`src/cbp_pkg.sv`:
```
// Shared constants and types for the common bus pin block
package cbp_pkg;
	// Register byte offsets
	localparam logic [7:0] CBP_OFF_CTRL = 8'h00;
	localparam logic [7:0] CBP_OFF_ADDR = 8'h04;
	localparam logic [7:0] CBP_OFF_WDATA = 8'h08;
	localparam logic [7:0] CBP_OFF_RDATA = 8'h0C;
	localparam logic [7:0] CBP_OFF_STATUS = 8'h10;
	localparam logic [7:0] CBP_OFF_FLAGS = 8'h14;
	localparam logic [7:0] CBP_OFF_INSN = 8'h18;
	// Control field positions
	localparam int CBP_CTRL_GO = 0;
	localparam int CBP_CTRL_WR = 1;
	localparam int CBP_CTRL_WORD = 2;
	localparam int CBP_CTRL_SEG_LO = 4;
	localparam int CBP_CTRL_SEG_HI = 5;
	// Status field positions
	localparam int CBP_ST_BUSY = 0;
	localparam int CBP_ST_DONE = 1;
	localparam int CBP_ST_ALIGN = 2;
	localparam int CBP_ST_IRQ = 3;
	localparam int CBP_ST_TESTW = 4;
	// Flag and instruction field positions
	localparam int CBP_FL_IE = 0;
	localparam int CBP_IN_END = 0;
	localparam int CBP_IN_WAIT = 1;
	// Values after reset
	localparam logic [19:0] CBP_RST_ADDR = 20'h00000;
	localparam logic [15:0] CBP_RST_DATA = 16'h0000;
	localparam logic [1:0] CBP_RST_SEG = 2'h0;
	localparam logic CBP_RST_IE = 1'b0;
	// Value carried on the shared upper-byte pin in the bus states after the first
	localparam logic CBP_SHARED_STATUS = 1'b0;
	// Segment codes on the two segment status bits
	localparam logic [1:0] CBP_SEG_EXTRA = 2'h0;
	localparam logic [1:0] CBP_SEG_STACK = 2'h1;
	localparam logic [1:0] CBP_SEG_CODE = 2'h2;
	localparam logic [1:0] CBP_SEG_DATA = 2'h3;
	// AXI responses
	localparam logic [1:0] CBP_RESP_OKAY = 2'h0;
	localparam logic [1:0] CBP_RESP_SLVERR = 2'h2;
	// Bus states, Gray coded along idle, first, second, third, fourth
	typedef enum logic [2:0] {
		CBP_IDLE = 3'h0,
		CBP_T1 = 3'h1,
		CBP_T2 = 3'h3,
		CBP_T3 = 3'h2,
		CBP_T4 = 3'h6,
		CBP_TW = 3'h7
	} cbp_state_t;
endpackage

```
`src/cbp_cyc_if.sv`:
```
// Request and answer signals between register front end and bus cycle engine
`timescale 1ns/100ps
interface cbp_cyc_if;
	logic req;
	logic wr;
	logic word;
	logic [19:0] addr;
	logic [15:0] wdata;
	logic [1:0] seg;
	logic ie;
	logic busy;
	logic done;
	logic [15:0] rdata;
	modport ctl(output req, wr, word, addr, wdata, seg, ie, input busy, done, rdata);
	modport eng(input req, wr, word, addr, wdata, seg, ie, output busy, done, rdata);
endinterface

```
`src/cbp_top.sv`:
```
// Common bus pin block: AXI4-Lite register front end, interrupt and test sampling
//
// Notes on behaviour
// Low sixteen lines carry address in first state, data in later states.
// High four lines carry address in first state, status afterwards.
// Two status bits encode segment: extra, stack, code or none, data.
// Fifth status bit shows the interrupt enable flag.
// Sixth status bit is always zero during status.
// Shared pin gives upper byte enable first, a status bit afterwards.
// Upper byte enable with address bit zero selects byte lanes.
// Word: both low; upper byte: enable low, bit one; lower: enable high.
// Read strobe low times reads, high otherwise.
// Ready low holds the transfer; ready high lets it finish.
// Wait states sit between third and fourth state while ready low.
// Maskable request level sampled only in an instruction's last cycle.
// Maskable request ignored while interrupt enable flag is clear.
// An outside controller may supply up to 256 vector types; this block has no vector input.
// Wait instruction idles while test input high, resumes when low.
`timescale 1ns/100ps
module cbp_top
	import cbp_pkg::*;
#(
	parameter int AXI_AW = 8
) (
	// Clock and reset
	input wire logic mclk,
	input wire logic nrst,
	// AXI4-Lite write address and data
	input wire logic [AXI_AW-1:0] s_axi_awaddr,
	input wire logic s_axi_awvalid,
	output logic s_axi_awready,
	input wire logic [31:0] s_axi_wdata,
	input wire logic [3:0] s_axi_wstrb,
	input wire logic s_axi_wvalid,
	output logic s_axi_wready,
	// AXI4-Lite write response
	output logic [1:0] s_axi_bresp,
	output logic s_axi_bvalid,
	input wire logic s_axi_bready,
	// AXI4-Lite read
	input wire logic [AXI_AW-1:0] s_axi_araddr,
	input wire logic s_axi_arvalid,
	output logic s_axi_arready,
	output logic [31:0] s_axi_rdata,
	output logic [1:0] s_axi_rresp,
	output logic s_axi_rvalid,
	input wire logic s_axi_rready,
	// Bus pins
	input wire logic [15:0] muxed_addr_data_i,
	output logic [15:0] muxed_addr_data_o,
	output logic muxed_addr_data_oe,
	output logic [3:0] high_addr_status,
	output logic upper_byte_enable_n,
	output logic rd_n,
	input wire logic ready,
	// Interrupt and test pins
	input wire logic maskable_irq_req,
	input wire logic test_in
);
	// Register decode looks at the low eight address bits, so narrower buses cannot be served
	if (AXI_AW < 8 || AXI_AW > 32) begin
		$error("AXI_AW must be 8 to 32");
	end

	cbp_cyc_if cyc();

	logic [AXI_AW-1:0] wr_addr;
	logic [31:0] wr_data;
	logic [3:0] wr_strb;
	logic do_write;
	logic wr_hit;
	logic [31:0] ctrl_new, addr_new, wdata_new, status_new, flags_new, insn_new;
	logic ctrl_wr, ctrl_word;
	logic [1:0] ctrl_seg;
	logic [19:0] addr_reg;
	logic [15:0] wdata_reg;
	logic ie_flag;
	logic go;
	logic done_flag, align_flag, irq_pend, test_wait;
	logic insn_end, wait_cmd;
	logic irq_s1, irq_s2, test_s1, test_s2;

	function automatic logic [31:0] merge(input logic [31:0] old, input logic [31:0] nw,
		input logic [3:0] strb);
		logic [31:0] r;
		r = old;
		for (int i = 0; i < 4; i++) begin
			if (strb[i]) begin
				r[i*8 +: 8] = nw[i*8 +: 8];
			end
		end
		return r;
	endfunction

	function automatic logic is_reg(input logic [AXI_AW-1:0] a, input logic [7:0] off);
		return a[7:0] == off && (AXI_AW == 8 || a >> 8 == '0);
	endfunction

	function automatic logic mapped(input logic [AXI_AW-1:0] a);
		return is_reg(a, CBP_OFF_CTRL) || is_reg(a, CBP_OFF_ADDR) || is_reg(a, CBP_OFF_WDATA)
			|| is_reg(a, CBP_OFF_RDATA) || is_reg(a, CBP_OFF_STATUS)
			|| is_reg(a, CBP_OFF_FLAGS) || is_reg(a, CBP_OFF_INSN);
	endfunction

	// Write channel: address and data taken in either order, one write at a time
	assign do_write = !s_axi_awready && !s_axi_wready && !s_axi_bvalid;
	assign wr_hit = mapped(wr_addr);

	always_ff @(posedge mclk or negedge nrst) begin
		if (!nrst) begin
			s_axi_awready <= 1'b1;
			s_axi_wready <= 1'b1;
			s_axi_bvalid <= 1'b0;
			s_axi_bresp <= CBP_RESP_OKAY;
			wr_addr <= '0;
			wr_data <= 32'h00000000;
			wr_strb <= 4'h0;
		end else begin
			if (s_axi_awvalid && s_axi_awready) begin
				wr_addr <= s_axi_awaddr;
				s_axi_awready <= 1'b0;
			end
			if (s_axi_wvalid && s_axi_wready) begin
				wr_data <= s_axi_wdata;
				wr_strb <= s_axi_wstrb;
				s_axi_wready <= 1'b0;
			end
			if (do_write) begin
				s_axi_bvalid <= 1'b1;
				s_axi_bresp <= wr_hit ? CBP_RESP_OKAY : CBP_RESP_SLVERR;
			end
			if (s_axi_bvalid && s_axi_bready) begin
				s_axi_bvalid <= 1'b0;
				s_axi_awready <= 1'b1;
				s_axi_wready <= 1'b1;
			end
		end
	end

	always_comb begin
		ctrl_new = merge({26'h0, ctrl_seg, 1'b0, ctrl_word, ctrl_wr, 1'b0}, wr_data, wr_strb);
		addr_new = merge({12'h000, addr_reg}, wr_data, wr_strb);
		wdata_new = merge({16'h0000, wdata_reg}, wr_data, wr_strb);
		status_new = merge(32'h00000000, wr_data, wr_strb);
		flags_new = merge({31'h0, ie_flag}, wr_data, wr_strb);
		insn_new = merge(32'h00000000, wr_data, wr_strb);
	end

	// Bus cycle set-up registers
	always_ff @(posedge mclk or negedge nrst) begin
		if (!nrst) begin
			ctrl_wr <= 1'b0;
			ctrl_word <= 1'b0;
			ctrl_seg <= CBP_RST_SEG;
			addr_reg <= CBP_RST_ADDR;
			wdata_reg <= CBP_RST_DATA;
		end else if (do_write) begin
			if (is_reg(wr_addr, CBP_OFF_CTRL)) begin
				ctrl_wr <= ctrl_new[CBP_CTRL_WR];
				ctrl_word <= ctrl_new[CBP_CTRL_WORD];
				ctrl_seg <= ctrl_new[CBP_CTRL_SEG_HI:CBP_CTRL_SEG_LO];
			end
			if (is_reg(wr_addr, CBP_OFF_ADDR)) begin
				addr_reg <= addr_new[19:0];
			end
			if (is_reg(wr_addr, CBP_OFF_WDATA)) begin
				wdata_reg <= wdata_new[15:0];
			end
		end
	end

	// Start pulse; a start while busy is dropped, an odd word address is flagged
	always_ff @(posedge mclk or negedge nrst) begin
		if (!nrst) begin
			go <= 1'b0;
			align_flag <= 1'b0;
		end else begin
			go <= do_write && is_reg(wr_addr, CBP_OFF_CTRL) && ctrl_new[CBP_CTRL_GO]
				&& !cyc.busy && !go && !(ctrl_new[CBP_CTRL_WORD] && addr_reg[0]);
			// odd word refused
			if (do_write && is_reg(wr_addr, CBP_OFF_CTRL) && ctrl_new[CBP_CTRL_GO]
				&& ctrl_new[CBP_CTRL_WORD] && addr_reg[0]) begin
				align_flag <= 1'b1;
			end else if (do_write && is_reg(wr_addr, CBP_OFF_STATUS)
				&& status_new[CBP_ST_ALIGN]) begin
				align_flag <= 1'b0;
			end
		end
	end

	always_comb begin
		cyc.req = go;
		cyc.wr = ctrl_wr;
		cyc.word = ctrl_word;
		cyc.addr = addr_reg;
		cyc.wdata = wdata_reg;
		cyc.seg = ctrl_seg;
		cyc.ie = ie_flag;
	end

	// Completion flag, set wins over a clear in the same cycle
	always_ff @(posedge mclk or negedge nrst) begin
		if (!nrst) begin
			done_flag <= 1'b0;
		end else if (cyc.done) begin
			done_flag <= 1'b1;
		end else if (do_write && is_reg(wr_addr, CBP_OFF_STATUS) && status_new[CBP_ST_DONE]) begin
			done_flag <= 1'b0;
		end
	end

	// Interrupt enable flag and instruction strobes
	always_ff @(posedge mclk or negedge nrst) begin
		if (!nrst) begin
			ie_flag <= CBP_RST_IE;
			insn_end <= 1'b0;
			wait_cmd <= 1'b0;
		end else begin
			if (do_write && is_reg(wr_addr, CBP_OFF_FLAGS)) begin
				ie_flag <= flags_new[CBP_FL_IE];
			end
			insn_end <= do_write && is_reg(wr_addr, CBP_OFF_INSN) && insn_new[CBP_IN_END];
			wait_cmd <= do_write && is_reg(wr_addr, CBP_OFF_INSN) && insn_new[CBP_IN_WAIT];
		end
	end

	always_ff @(posedge mclk or negedge nrst) begin
		if (!nrst) begin
			irq_s1 <= 1'b0;
			irq_s2 <= 1'b0;
			test_s1 <= 1'b0;
			test_s2 <= 1'b0;
		end else begin
			irq_s1 <= maskable_irq_req;
			irq_s2 <= irq_s1;
			test_s1 <= test_in;
			test_s2 <= test_s1;
		end
	end

	// sample request at instruction end
	always_ff @(posedge mclk or negedge nrst) begin
		if (!nrst) begin
			irq_pend <= 1'b0;
		end else if (insn_end && ie_flag && irq_s2) begin
			irq_pend <= 1'b1;
		end else if (do_write && is_reg(wr_addr, CBP_OFF_STATUS) && status_new[CBP_ST_IRQ]) begin
			irq_pend <= 1'b0;
		end
	end

	// idle while test high
	always_ff @(posedge mclk or negedge nrst) begin
		if (!nrst) begin
			test_wait <= 1'b0;
		end else if (wait_cmd) begin
			test_wait <= 1'b1;
		end else if (test_wait && !test_s2) begin
			test_wait <= 1'b0;
		end
	end

	// Read channel, answer one cycle after the address is taken
	always_ff @(posedge mclk or negedge nrst) begin
		if (!nrst) begin
			s_axi_arready <= 1'b1;
			s_axi_rvalid <= 1'b0;
			s_axi_rdata <= 32'h00000000;
			s_axi_rresp <= CBP_RESP_OKAY;
		end else begin
			if (s_axi_arvalid && s_axi_arready) begin
				s_axi_arready <= 1'b0;
				s_axi_rvalid <= 1'b1;
				s_axi_rresp <= mapped(s_axi_araddr) ? CBP_RESP_OKAY : CBP_RESP_SLVERR;
				s_axi_rdata <= 32'h00000000;
				if (is_reg(s_axi_araddr, CBP_OFF_CTRL)) begin
					s_axi_rdata <= {26'h0, ctrl_seg, 1'b0, ctrl_word, ctrl_wr, 1'b0};
				end else if (is_reg(s_axi_araddr, CBP_OFF_ADDR)) begin
					s_axi_rdata <= {12'h000, addr_reg};
				end else if (is_reg(s_axi_araddr, CBP_OFF_WDATA)) begin
					s_axi_rdata <= {16'h0000, wdata_reg};
				end else if (is_reg(s_axi_araddr, CBP_OFF_RDATA)) begin
					s_axi_rdata <= {16'h0000, cyc.rdata};
				end else if (is_reg(s_axi_araddr, CBP_OFF_STATUS)) begin
					s_axi_rdata <= {27'h0, test_wait, irq_pend, align_flag, done_flag,
						cyc.busy | go};
				end else if (is_reg(s_axi_araddr, CBP_OFF_FLAGS)) begin
					s_axi_rdata <= {31'h0, ie_flag};
				end
			end
			if (s_axi_rvalid && s_axi_rready) begin
				s_axi_rvalid <= 1'b0;
				s_axi_arready <= 1'b1;
			end
		end
	end

	cbp_cycle u_cycle (
		.mclk(mclk),
		.nrst(nrst),
		.cyc(cyc.eng),
		.muxed_addr_data_i(muxed_addr_data_i),
		.muxed_addr_data_o(muxed_addr_data_o),
		.muxed_addr_data_oe(muxed_addr_data_oe),
		.high_addr_status(high_addr_status),
		.upper_byte_enable_n(upper_byte_enable_n),
		.rd_n(rd_n),
		.ready(ready)
	);
endmodule

```
`src/cbp_cycle.sv`:
```
// Bus cycle engine driving the multiplexed pins through T1..T4 with waits
`timescale 1ns/100ps
module cbp_cycle
	import cbp_pkg::*;
(
	// Clock and reset
	input wire logic mclk,
	input wire logic nrst,
	// Request side
	cbp_cyc_if.eng cyc,
	// Pins
	input wire logic [15:0] muxed_addr_data_i,
	output logic [15:0] muxed_addr_data_o,
	output logic muxed_addr_data_oe,
	output logic [3:0] high_addr_status,
	output logic upper_byte_enable_n,
	output logic rd_n,
	input wire logic ready
);
	cbp_state_t st, next_st;
	logic rdy_s1, rdy_s2;
	logic [15:0] ad_s1, ad_s2;
	logic lat_wr, lat_word;
	logic [19:0] lat_addr;
	logic [15:0] lat_wdata;
	logic [1:0] lat_seg;
	logic cur_wr, cur_word;
	logic [19:0] cur_addr;
	logic [15:0] cur_wdata;
	logic [1:0] cur_seg;

	always_ff @(posedge mclk or negedge nrst) begin
		if (!nrst) begin
			rdy_s1 <= 1'b0;
			rdy_s2 <= 1'b0;
			ad_s1 <= CBP_RST_DATA;
			ad_s2 <= CBP_RST_DATA;
		end else begin
			rdy_s1 <= ready;
			rdy_s2 <= rdy_s1;
			ad_s1 <= muxed_addr_data_i;
			ad_s2 <= ad_s1;
		end
	end

	always_comb begin
		next_st = st;
		case (st)
			CBP_IDLE: begin
				if (cyc.req) begin
					next_st = CBP_T1;
				end
			end
			CBP_T1: next_st = CBP_T2;
			CBP_T2: next_st = CBP_T3;
			// wait while not ready
			CBP_T3, CBP_TW: begin
				next_st = rdy_s2 ? CBP_T4 : CBP_TW;
			end
			CBP_T4: next_st = CBP_IDLE;
			default: next_st = CBP_IDLE;
		endcase
	end

	always_ff @(posedge mclk or negedge nrst) begin
		if (!nrst) begin
			st <= CBP_IDLE;
		end else begin
			st <= next_st;
		end
	end

	always_ff @(posedge mclk or negedge nrst) begin
		if (!nrst) begin
			lat_wr <= 1'b0;
			lat_word <= 1'b0;
			lat_addr <= CBP_RST_ADDR;
			lat_wdata <= CBP_RST_DATA;
			lat_seg <= CBP_RST_SEG;
		end else if (st == CBP_IDLE && cyc.req) begin
			lat_wr <= cyc.wr;
			lat_word <= cyc.word;
			lat_addr <= cyc.addr;
			lat_wdata <= cyc.wdata;
			lat_seg <= cyc.seg;
		end
	end

	// Pins are registered from the next state, so the request is used live on entry
	always_comb begin
		cur_wr = (st == CBP_IDLE) ? cyc.wr : lat_wr;
		cur_word = (st == CBP_IDLE) ? cyc.word : lat_word;
		cur_addr = (st == CBP_IDLE) ? cyc.addr : lat_addr;
		cur_wdata = (st == CBP_IDLE) ? cyc.wdata : lat_wdata;
		cur_seg = (st == CBP_IDLE) ? cyc.seg : lat_seg;
	end

	always_ff @(posedge mclk or negedge nrst) begin
		if (!nrst) begin
			muxed_addr_data_o <= CBP_RST_DATA;
			muxed_addr_data_oe <= 1'b0;
			high_addr_status <= 4'h0;
			upper_byte_enable_n <= 1'b1;
			rd_n <= 1'b1;
		end else begin
			case (next_st)
				// address phase
				CBP_T1: begin
					muxed_addr_data_o <= cur_addr[15:0];
					muxed_addr_data_oe <= 1'b1;
					// high address bits
					high_addr_status <= cur_addr[19:16];
					// byte lane code
					upper_byte_enable_n <= ~(cur_word | cur_addr[0]);
					rd_n <= 1'b1;
				end
				CBP_T2, CBP_T3, CBP_TW, CBP_T4: begin
					muxed_addr_data_o <= cur_wr ? cur_wdata : CBP_RST_DATA;
					muxed_addr_data_oe <= cur_wr;
					// status nibble
					high_addr_status <= {1'b0, cyc.ie, cur_seg};
					// shared status bit
					upper_byte_enable_n <= CBP_SHARED_STATUS;
					// read strobe
					rd_n <= cur_wr;
				end
				default: begin
					muxed_addr_data_o <= CBP_RST_DATA;
					muxed_addr_data_oe <= 1'b0;
					high_addr_status <= 4'h0;
					upper_byte_enable_n <= 1'b1;
					rd_n <= 1'b1;
				end
			endcase
		end
	end

	// finish once ready seen
	always_ff @(posedge mclk or negedge nrst) begin
		if (!nrst) begin
			cyc.done <= 1'b0;
			cyc.rdata <= CBP_RST_DATA;
		end else begin
			cyc.done <= (st == CBP_T4);
			if (st == CBP_T4 && !lat_wr) begin
				cyc.rdata <= ad_s2;
			end
		end
	end

	assign cyc.busy = (st != CBP_IDLE);
endmodule

```
`config.mk`:
```
export PLATFORM = sky130hd
export DESIGN_NAME = cbp_top
export DESIGN_NICKNAME = d
export VERILOG_FILES = /design/src/cbp_pkg.sv /design/src/cbp_cyc_if.sv /design/src/cbp_top.sv /design/src/cbp_cycle.sv
export SDC_FILE = /design/constraint.sdc
export NUM_CORES = 1
export LEC_CHECK = 0
export BUFFER_PORTS_ARGS = -buffer_cell sky130_fd_sc_hd__buf_2
export CORE_ASPECT_RATIO = 0.7
export CORE_UTILIZATION = 25
export CTS_CLUSTER_DIAMETER = 100
export DETAILED_ROUTE_END_ITERATION = 12
export PLACE_DENSITY = 0.5
export SYNTH_ARGS = -nofsm -noshare
export SYNTH_HDL_FRONTEND = slang
export SYNTH_SLANG_ARGS = --single-unit
```
`constraint.sdc`:
```
create_clock -name mclk -period 1.95 [get_ports mclk]
set_input_delay 0.4875 -clock mclk [delete_from_list [all_inputs] [get_ports mclk]]
set_output_delay 0.4875 -clock mclk [all_outputs]
set_load 0.02 [all_outputs]
```
Yosys cells after proc, flatten, opt, wreduce, memory -nomap -nowiden. Index checks and enable logic that the tools add are counted.

Equal/unequal tests: 22. Mux-type cells: 42. Bitwise operators: 3. Reduce and logical (&&, ||, !) cells: 70.

Operators by type and width (count): $mux 16 (4); $mux 20 (3); $eq 8x5->1 const B (6); $eq 8x4->1 const B (4); $pmux 16 s2 (1); $logic_and 1x1->1 (28); $mux 1 (23); $reduce_and 3->1 (6); $eq 8x3->1 const B (2); $logic_not 8->1 (2); $reduce_bool 2->1 (8); $eq 3x2->1 const B (4); $eq 3x3->1 const B (4); $logic_or 1x1->1 (12); $pmux 3 s4 (1); $logic_not 1->1 (8); $pmux 4 s2 (1); $eq 3x1->1 const B (2); $mux 2 (3); $mux 3 (2); $mux 5 (1); $mux 4 (1); $pmux 1 s2 (2); $reduce_and 2->1 (2); other kinds (6) (7).

Register bits: 241. Input port bits: 78. Output and inout port bits: 64. Logic and storage cells: 185.

Longest topological paths before layout. Gate-level depths: netlist of run 1.

Depth after elaboration: 8. Depth in mapped cells: 8. Gate-level depth less buffers: 4.

Hierarchy. A second synthesis of run 1 with hierarchy kept.

Cells, all modules: 572. Area, all modules: 8134.1 µm².

Modules (own cells, without submodules): cbp_top (times used 1, cells an instance 395, area an instance 4916.0 µm², sequential area each 2756.4 µm²); cbp_cycle (times used 1, cells an instance 177, area an instance 3218.1 µm², sequential area each 2404.8 µm²).

Least setup slack after synthesis of run 1. Ideal clock, no wire load.

Path kind: register to register. From: register s_axi_bvalid. To: register wdata_reg[8] (netlist: cyc.wdata[8]). Library setup time: 0.128 ns. Data arrival time: 1.805 ns. Data required time: 1.822 ns. Slack: 0.018 ns. Stages on the path, launching flop included: 6. Path buffers: 1. Period minus slack after synthesis: 1.932 ns. Cells stage by stage: dfrtp_1 or3_1 clkbuf_1 nor4_4 nand3_2 mux2_1.

Word-level cells in the longest chain between the ends: 3.

Ends and longest elaborated chain: start: declaration (line cbp_top.sv:38) `output logic s_axi_bvalid,`; start signal: assignment (line cbp_top.sv:113) `s_axi_bvalid <= 1'b0;`; start signal: assignment (line cbp_top.sv:129) `s_axi_bvalid <= 1'b1;`; start signal: assignment (line cbp_top.sv:133) `s_axi_bvalid <= 1'b0;`; $logic_not 1->1 (line cbp_top.sv:106) `assign do_write = !s_axi_awready && !s_axi_wready && !s_axi_bvalid;`; $logic_and 1x1->1 (line cbp_top.sv:106); $reduce_and 3->1 (no source line); end signal: assignment (line cbp_top.sv:167) `wdata_reg <= wdata_new[15:0];`; end: declaration (line cbp_top.sv:76) `logic [15:0] wdata_reg;`.

No other way between the ends. A chain may end at the register's enable or synchronous reset.

Final worst setup path of run 1.
From: register wr_addr[0]. To: register addr_reg[18].

Word-level cells in the longest chain between the ends: 2.

Ends and longest elaborated chain: start: declaration (line cbp_top.sv:67) `logic [AXI_AW-1:0] wr_addr;`; start signal: assignment (line cbp_top.sv:120) `wr_addr <= s_axi_awaddr;`; $eq 8x3->1 (line cbp_top.sv:96) `return a[7:0] == off && (AXI_AW == 8 || a >> 8 == '0);`; $reduce_and 3->1 (no source line); end signal: assignment (line cbp_top.sv:164) `addr_reg <= addr_new[19:0];`; end: declaration (line cbp_top.sv:75) `logic [19:0] addr_reg;`.

No other way between the ends.

==> results of run 1 <==
## worst max path at each step
stage	start	to	slack, ns	cells past startpoint
2_1_floorplan	s_axi_bvalid$_DFFE_PN0P_	cyc.wdata[8]$_DFFE_PN0P_	0.02	5
3_3_place_gp	s_axi_araddr[4]	s_axi_rdata[1]$_DFFE_PN0P_	-0.05	5
3_5_place_dp	wr_addr[0]$_DFFE_PN0P_	cyc.wdata[6]$_DFFE_PN0P_	-0.05	4
4_1_cts	wr_addr[0]$_DFFE_PN0P_	cyc.wdata[8]$_DFFE_PN0P_	0.001	5
5_1_grt	wr_addr[0]$_DFFE_PN0P_	addr_reg[17]$_DFFE_PN0P_	-0.07	4
6_report	wr_addr[0]$_DFFE_PN0P_	addr_reg[18]$_DFFE_PN0P_	0.02	4
## per-stage QoR
stage | setup WS (ns) | cell area, sq um | setup TNS, ns
finish | 0.0209 | 10200 | 0
CTS | 0.00126 | 10200 | 0
global placement | -0.0485 | 9430 | -0.572
floorplan | 0.0175 | 8180 | 0
global route | -0.0715 | 10200 | -1.17
detailed placement | -0.0466 | 9430 | -0.767
## power by group through the flow
stage	registers [mW]	clock network, mW	logic, mW
after global placement	6.08	0	2.52
after CTS	6.03	4.63	2.58
after global routing	6.17	4.79	2.82
after detailed placement	6.10	0	2.56
final	6.02	4.49	2.54
after floorplan	5.94	0	1.58
## cell usage after synthesis, drive strengths merged (4+ instances only)
cell | count | area [sq um]
a32o | 5 | 50.1
inv | 7 | 26.3
mux2 | 89 | 1000
o21ai | 15 | 75.1
nor2 | 36 | 135
nor4 | 5 | 82.6
clkbuf | 24 | 90.1
dfstp | 5 | 131
dfrtp | 201 | 5030
nor3 | 6 | 30.0
and2 | 4 | 25.0
o41ai | 10 | 87.6
nand2 | 142 | 538
buf | 23 | 145
o31ai | 16 | 120
a31oi | 5 | 31.3
nor2b | 9 | 56.3
a21oi | 13 | 65.1
a311oi | 4 | 35.0
nand3 | 8 | 50.1
a21o | 4 | 30.0
## worst max-delay path, stage by stage, from the launching register on
cell and delay (ns):
dfrtp_1 0.37, or4_4 0.60, nor4_4 0.25, nand3_1 0.26
mux2_2 0.34
## per-layer routing
metal / global-route usage [%] / vias up / routed length (microns)
li1: - / 2572 / -
met2: 16.3 / 135 / 8110
met3: 2.49 / 31 / 1070
met1: 21.0 / 2650 / 11200
met4: 3.05 / 0 / 470
met5: 0 / - / 0
## final cells by class
type / instances / area, sq um
clock buffer: 32 / 649
clock inverter: 10 / 141
fill: 3195 / 21300
inverter: 7 / 26.3
multi-input combinational: 420 / 2770
sequential: 206 / 5160
tap: 420 / 526
timing repair buffer: 154 / 973
## logic make-up (layout without fill, tap and decap cells)
kind of cell    after synthesis  count (layout)  share of synthesized area [%]
simple gates                228             228                           12.8
flops                       206             206                           63.5
buf+inv                      54             203                           3.22
compound gates               84              84                           7.37
other cells                   1              14                         0.0461
mux                          93              93                           13.0
xor+xnor                      1               1                          0.108
## what timing repair did
item	4_1_cts	5_1_grt
hold endpoints to repair	44	0
resized for setup	1	3
endpoints found under the setup margin	21	55
hold buffers	1	0
pin swaps	1	1
==> results.py, run 1 <==
metrics = {
    "sta": {
        "tightest_slew_ns": 0.559,
        "clock-skew-final_ns": 0.0161,
        "hold_viol": 0,
        "timing.slew.headroom_pct": 62.6,
        "worst_hold_slack_ns": 0.0699,
        "max_freq_ghz": 0.518,
        "final_max_slew_viol_count": 0,
        "fin_crit_ns": 1.93,
        "layout_worst_path_cycle_share_pct": 98.9,
        "rsz0062_at_grt": "yes",
        "setup_violations": 0,
    },
    "drt": {
        "route.vias.total": 5388,
        "detail_route.iter0.violations": 353,
        "wl_per_cell_microns": 16.7,
        "ant_nets": 0,
        "post-route-drc-count": 0,
        "totalWireLength_mm": 20.8,
        "drt-pass1-iter-count": 5,
        "route.detailed.vias_per_inst": 4.31,
    },
    "die": {
        "starting_density_of_the_core_pct": 25.8,
        "io_pins": 142,
        "fp.coreArea_sq_um": 31600,
        "fp-row-count": 54,
        "die-area_sq_um": 33300,
        "die_y_microns": 153,
        "dieWidth_microns": 218,
    },
    "clock_tree": {
        "clkSlewWorstSetupHoldPaths_ns": 0.06,
        "clock_sink_count": 206,
        "cts_htree_levels": 1,
        "cts_tree": "done",
        "cts-root-buf": "clkbuf_16",
        "clk_latency_ns": 0.52,
        "numCtsBuffers": 23,
        "post-cts-setup-buffers": 0,
        "max-clock-path-buffers": 3,
    },
    "power": {
        "peakVddDrop_v": 0.000592,
        "p_sw_mw": 3.90,
        "power.density_cell_area_nw_per_um2": 1270,
        "power.share.sequential_pct": 46.1,
        "finalPower_mw": 13.1,
        "power.clock.fraction_pct": 34.4,
        "power.share.combinational_pct": 19.5,
        "internal_power_mw": 9.15,
        "p_sw_share_pct": 29.9,
        "static-leakage-power_nw": 4.92,
    },
    "synthesis": {
        "synth_cell_type_count": 50,
        "synthesis_stage_register_bit_count": 206,
        "yosysWarningCount": 0,
        "ys_seq_area_share_pct": 63.5,
        "synth_enable_flop_cells": 0,
        "syn_area_sq_um": 8130,
        "asyncSetResetFlopFracSynth_pct": 100,
        "synthesis.area_per_instance_sq_um": 12.2,
        "dominantRegCellSynth": "dfrtp_1",
        "postSynthCellCount": 667,
    },
    "setup_path": {
        "critical_path_capture_point_type": "flip-flop",
        "worst-r2r-setup-slack_ns": 0.02,
        "worst_r2r_startpoint": "wr_addr[0]$_DFFE_PN0P_",
        "timing.reg2reg.worst_path_depth": 4,
        "cp_data_arrival_time_ns": 2.33,
        "startpoint_class_of_the_critical_path": "flip-flop",
        "worst-endpoint-required_ns": 2.35,
        "worstSetupPathType": "reg -> reg",
        "crit_path_max_fanout": 4,
        "rr_endpoint": "addr_reg[18]$_DFFE_PN0P_",
    },
    "final_layout": {
        "design.final.nets": 890,
        "final_cell_count_no_fill": 1249,
        "final_cell_mix": "dfrtp_1 (201), nand2_1 (140), buf_2 (113)",
        "mostFrequentLayoutCell": "dfrtp_1",
        "n_antenna_cell": 0,
        "area_growth_pct": 26.0,
        "post-route-util_pct": 32.5,
        "drive_gt1_share_pct": 36.1,
    },
    "place": {
        "place.gp.congestion": 0.783,
        "numPortBuffers": 114,
        "dp.final_hpwl_mm": 15.2,
        "numPlacedInstances": 1206,
    },
    "global_route": {
        "number_of_antenna_violations_at_the_first_check_in_global_routing": 0,
        "grt_start_max_net_pins": 52,
        "grt_pass1_wl_mm": 32.8,
        "first_global_vias": 5416,
        "grt-ovfl-total": 0,
        "track_usage_pct": 12.7,
    },
    "hold_path": {
        "hold_class": "in -> reg",
        "min_path_cells": 1,
        "hold_path_end": "u_cycle.rdy_s1$_DFF_PN0_",
        "worstHoldStart": "ready",
    },
    "status": {
        "result_of_the_run": "finished clean",
    },
    "run": {
        "drv.max_cap_violation_count": 0,
    },
}
(Power assumes the default switching activity.)
==> inputs of run 2 (changes only) <==
--- a/constraint.sdc
+++ b/constraint.sdc
@@ -3,2 +3,2 @@
 set_output_delay 0.4875 -clock mclk [all_outputs]
-set_load 0.02 [all_outputs]
+set_load 0.1 [all_outputs]
==> results.py, run 2 (same netlist as run 1, synthesis figures left out) <==
metrics = {
    "drt": {
        "post-route-drc-count": 0,
        "totalWireLength_mm": 20.7,
        "detail_route.iter0.violations": 358,
        "wl_per_cell_microns": 16.5,
        "route.vias.total": 5385,
        "route.detailed.vias_per_inst": 4.30,
        "drt-pass1-iter-count": 6,
        "ant_nets": 0,
    },
    "sta": {
        "setup_violations": 0,
        "fin_crit_ns": 1.91,
        "timing.slew.headroom_pct": 59.7,
        "rsz0062_at_grt": "yes",
        "hold_viol": 0,
        "clock-skew-final_ns": 0.0109,
        "layout_worst_path_cycle_share_pct": 98.1,
        "max_freq_ghz": 0.523,
        "tightest_slew_ns": 0.604,
        "final_max_slew_viol_count": 0,
    },
    "place": {
        "dp.final_hpwl_mm": 15.1,
        "numPortBuffers": 114,
        "numPlacedInstances": 1207,
        "place.gp.congestion": 0.803,
    },
    "global_route": {
        "first_global_vias": 5280,
        "grt-ovfl-total": 0,
        "grt_pass1_wl_mm": 32.5,
        "track_usage_pct": 12.6,
        "number_of_antenna_violations_at_the_first_check_in_global_routing": 0,
        "grt_start_max_net_pins": 48,
    },
    "setup_path": {
        "worst_r2r_startpoint": "wr_addr[0]$_DFFE_PN0P_",
        "cp_data_arrival_time_ns": 2.31,
        "critical_path_capture_point_type": "flip-flop",
        "slowest_delay_ns": 0.59,
        "worst-endpoint-required_ns": 2.35,
        "critical_path.cell_chain": "or4_4, nor4_4, buf_6, nand3_4, buf_6, mux2_4",
        "crit_path_max_fanout": 8,
        "worstSetupPathType": "reg -> reg",
        "startpoint": "wr_addr[0]$_DFFE_PN0P_",
        "crit_slowest_cell": "or4_4",
        "startpoint_class_of_the_critical_path": "flip-flop",
        "cp_common_cell": "buf_6",
    },
    "clock_tree": {
        "cts-root-buf": "clkbuf_16",
        "clkSlewWorstSetupHoldPaths_ns": 0.06,
        "numCtsBuffers": 23,
        "cts_htree_levels": 1,
        "clk_latency_ns": 0.51,
        "cts_tree": "done",
        "clock_sink_count": 206,
        "max-clock-path-buffers": 3,
    },
    "hold_path": {
        "worstHoldStart": "muxed_addr_data_i[2]",
        "hold_class": "in -> reg",
    },
    "final_layout": {
        "design.final.nets": 893,
        "mostFrequentLayoutCell": "dfrtp_1",
        "layout.area.seq_sq_um": 5170,
        "area_growth_pct": 25.9,
        "multiInputGateArea_sq_um": 2820,
        "drive_gt1_share_pct": 36.1,
        "final_cell_mix": "dfrtp_1 (200), nand2_1 (139), buf_2 (107)",
        "final_cell_count_no_fill": 1252,
        "num-fill-cells": 3201,
        "post-route-util_pct": 32.5,
        "n_antenna_cell": 0,
    },
    "power": {
        "power.share.combinational_pct": 26.3,
        "static-leakage-power_nw": 4.93,
        "power.clock.fraction_pct": 29.6,
        "p_sw_share_pct": 35.4,
        "peakVddDrop_v": 0.000602,
        "internal_power_mw": 8.88,
        "power.share.sequential_pct": 44.1,
        "p_sw_mw": 4.87,
        "power.density_cell_area_nw_per_um2": 1340,
    },
    "die": {
        "starting_density_of_the_core_pct": 25.8,
        "die-area_sq_um": 33300,
        "io_pins": 142,
        "die_y_microns": 153,
        "dieWidth_microns": 218,
        "fp.coreArea_sq_um": 31600,
        "fp-row-count": 54,
    },
    "status": {
        "result_of_the_run": "finished clean",
    },
    "run": {
        "drv.max_cap_violation_count": 0,
    },
}
[run 2: layer usage]
metal	vias up	wire [microns]	global-route usage (%)
met5	-	0	0
met4	0	398	2.85
met3	26	1170	2.57
met2	138	7860	15.8
met1	2645	11300	21.0
li1	2576	-	-
[run 2: path summary, 6_finish.rpt]
kind | cells after the start | end | slack, ns
worst max-delay path | 6 | addr_reg[10]$_DFFE_PN0P_ | 0.04
worst min-delay path | 1 | u_cycle.ad_s1[2]$_DFF_PN0_ | 0.08
worst max register to register | 6 | addr_reg[10]$_DFFE_PN0P_ | 0.04
worst min register to register | 0 | u_cycle.ad_s2[11]$_DFF_PN0_ | 0.35
max in group asynchronous | 3 | u_cycle.st[0]$_DFF_PN0_ | 0.79
min in group asynchronous | 2 | u_cycle.ad_s1[1]$_DFF_PN0_ | 0.48
[run 2: area by class of cell]
cell class / instances / share of cell area [%]
clock buffers: 37 / 6.62
flip-flops and latches: 206 / 50.5
multi-input cells: 420 / 27.5
clock inverters: 5 / 0.330
repair buffers: 157 / 9.69
inverters: 7 / 0.257
well taps: 420 / 5.13
[run 2: timing repair]
action	4_1_cts	5_1_grt
buffers inserted	2	1
gates resized for setup	10	11
hold buffers	1	0
endpoints found under the hold margin	34	0
cloned	0	0
setup endpoints to repair	46	46
pin swaps	3	3
[run 2: power by group through the flow]
| stage | sequential (mW) | clock, mW | combinational, mW |
|---|---|---|---|
| floorplan | 6.83 | 0 | 1.71 |
| global placement | 6.11 | 0 | 3.49 |
| detailed placement | 6.12 | 0 | 3.52 |
| CTS | 6.05 | 4.19 | 3.60 |
| global route | 6.21 | 4.35 | 3.92 |
| finish | 6.06 | 4.06 | 3.62 |
[run 2: worst max-delay path: cells and delay by family (launching register included)]
family	cells	cell delay, ns
buf+inv	2	0.31
mux	1	0.29
simple gates	3	0.82
flops	1	0.37
[run 2: metrics by stage]
stage                     area (sq um)  setup TNS (ns)  hold slack, ns  setup slack (ns)  power [mW]
after floorplan                   8210          -0.284           0.192           -0.0468        8.54
after global placement            9420           -1.71           0.332           -0.0844        9.61
after detailed placement          9420           -2.63           0.335           -0.0974        9.65
after CTS                        10200          -0.852          0.0673           -0.0783        13.8
after global routing             10200         -0.0379          0.0679           -0.0218        14.5
final                            10200               0          0.0840            0.0376        13.7
==> inputs of run 3 (changes only) <==
Settings changed: RECOVER_POWER set to 50.
==> results.py, run 3 (same netlist as run 1, synthesis figures left out) <==
metrics = {
    "drt": {
        "totalWireLength_mm": 20.7,
        "drt-pass1-iter-count": 5,
        "wl_per_cell_microns": 16.5,
        "route.vias.total": 5349,
        "detail_route.iter0.violations": 342,
        "ant_nets": 0,
        "route.detailed.vias_per_inst": 4.27,
        "post-route-drc-count": 0,
    },
    "sta": {
        "tightest_slew_ns": 0.919,
        "final_max_slew_viol_count": 0,
        "layout_worst_path_cycle_share_pct": 97.9,
        "max_freq_ghz": 0.524,
        "tns_ns": 0,
        "fin_crit_ns": 1.91,
        "timing.slew.headroom_pct": 38.8,
        "hold_viol": 0,
        "worst_hold_slack_ns": 0.0827,
        "setup_violations": 0,
        "worst_slack_ns": 0.0409,
        "rsz0062_at_grt": "yes",
        "clock-skew-final_ns": 0.0124,
    },
    "die": {
        "die-area_sq_um": 33300,
        "io_pins": 142,
        "dieWidth_microns": 218,
        "die_y_microns": 153,
        "starting_density_of_the_core_pct": 25.8,
        "fp-row-count": 54,
        "fp.coreArea_sq_um": 31600,
    },
    "final_layout": {
        "drive_gt1_share_pct": 35.8,
        "design.final.nets": 893,
        "final_design_area_no_fill_sq_um": 10200,
        "final_cell_mix": "dfrtp_1 (200), nand2_1 (139), buf_2 (107)",
        "mostFrequentLayoutCell": "dfrtp_1",
        "num-fill-cells": 3207,
        "final_cell_count_no_fill": 1252,
        "area_growth_pct": 25.5,
        "n_antenna_cell": 0,
    },
    "global_route": {
        "track_usage_pct": 12.6,
        "first_global_vias": 5280,
        "grt_start_max_net_pins": 48,
        "number_of_antenna_violations_at_the_first_check_in_global_routing": 0,
        "grt_pass1_wl_mm": 32.5,
        "grt-ovfl-total": 0,
    },
    "status": {
        "result_of_the_run": "finished clean",
    },
    "place": {
        "numPortBuffers": 114,
        "dp.final_hpwl_mm": 15.1,
        "place_worst_setup_slack_ns": -0.0974,
        "dp_area_sq_um": 9420,
        "place.gp.congestion": 0.803,
        "numPlacedInstances": 1207,
    },
    "setup_path": {
        "crit_path_max_fanout": 8,
        "critical_path_capture_point_type": "flip-flop",
        "startpoint_class_of_the_critical_path": "flip-flop",
        "timing.reg2reg.worst_path_depth": 6,
        "cp_data_arrival_time_ns": 2.31,
        "worst-endpoint-required_ns": 2.35,
        "worstSetupPathType": "reg -> reg",
    },
    "clock_tree": {
        "cts_htree_levels": 1,
        "cts-root-buf": "clkbuf_16",
        "max-clock-path-buffers": 3,
        "clkSlewWorstSetupHoldPaths_ns": 0.06,
        "clock_sink_count": 206,
        "cts_tree": "done",
        "clk_latency_ns": 0.51,
        "numCtsBuffers": 23,
    },
    "power": {
        "power.density_cell_area_nw_per_um2": 1350,
        "peakVddDrop_v": 0.000602,
        "static-leakage-power_nw": 4.92,
    },
    "hold_path": {
        "hold_class": "in -> reg",
        "min_path_cells": 1,
    },
    "run": {
        "drv.max_cap_violation_count": 0,
    },
}
run 3: cell count changes in the layout (fill, tap and decap cells not counted):
cell      change
clkbuf_2      +4
buf_4         -3
buf_12        -2
dfstp_1       +2
dfstp_2       -2
clkbuf_4      +1
run 3: final timing paths:
check | slack [ns] | from | endpoint
min in group asynchronous | 0.47 | nrst | u_cycle.ad_s1[1]$_DFF_PN0_
min | 0.08 | muxed_addr_data_i[2] | u_cycle.ad_s1[2]$_DFF_PN0_
min reg2reg | 0.35 | u_cycle.ad_s1[11]$_DFF_PN0_ | u_cycle.ad_s2[11]$_DFF_PN0_
max reg2reg | 0.04 | wr_addr[0]$_DFFE_PN0P_ | addr_reg[10]$_DFFE_PN0P_
max in group asynchronous | 0.26 | nrst | u_cycle.lat_wdata[5]$_DFFE_PN0P_
max | 0.04 | wr_addr[0]$_DFFE_PN0P_ | addr_reg[10]$_DFFE_PN0P_
run 3: power by group:
| group | total, mW | switching, mW | internal [mW] |
|---|---|---|---|
| Clock | 4.07 | 1.69 | 2.38 |
| Combinational | 3.61 | 2.36 | 1.25 |
| Sequential | 6.06 | 0.821 | 5.23 |
| Total | 13.7 | 4.87 | 8.86 |
run 3: what timing repair did:
| item | in CTS | in global routing |
|---|---|---|
| pin swaps | 3 | 3 |
| endpoints found under the hold margin | 34 | 0 |
| buffers inserted | 2 | 1 |
| gates resized for setup | 10 | 11 |
| hold buffers | 1 | 0 |
| setup endpoints to repair | 46 | 46 |
run 3: layer usage:
layer	up-vias	share of wire [%]	GRT usage [%]
met4	0	2.0	2.85
li1	2575	-	-
met5	-	0	0
met1	2618	55	21.0
met2	127	38	15.8
met3	29	5.5	2.57
run 3: cell type report:
cell class	instances	area [sq um]	share of cell area [%]
clock inverters	5	33.8	0.331
inverters	7	26.3	0.257
repair buffers	157	957	9.38
clock buffers	37	678	6.65
flip-flops and latches	206	5170	50.6
multi-input cells	420	2820	27.6
well taps	420	526	5.15
run 3: critical path: stages, from the launching register on:
cell     delay, ns
dfrtp_1       0.37
or4_4         0.59
nor4_4        0.16
buf_6         0.16
nand3_4       0.07
buf_6         0.15
mux2_4        0.29
run 3: stage by stage:
step,util [%],total power [mW]
finish,32.3,13.7
global route,32.3,14.5
CTS,32.3,13.8
detailed placement,29.9,9.65
global placement,29.9,9.61
floorplan,-,8.54
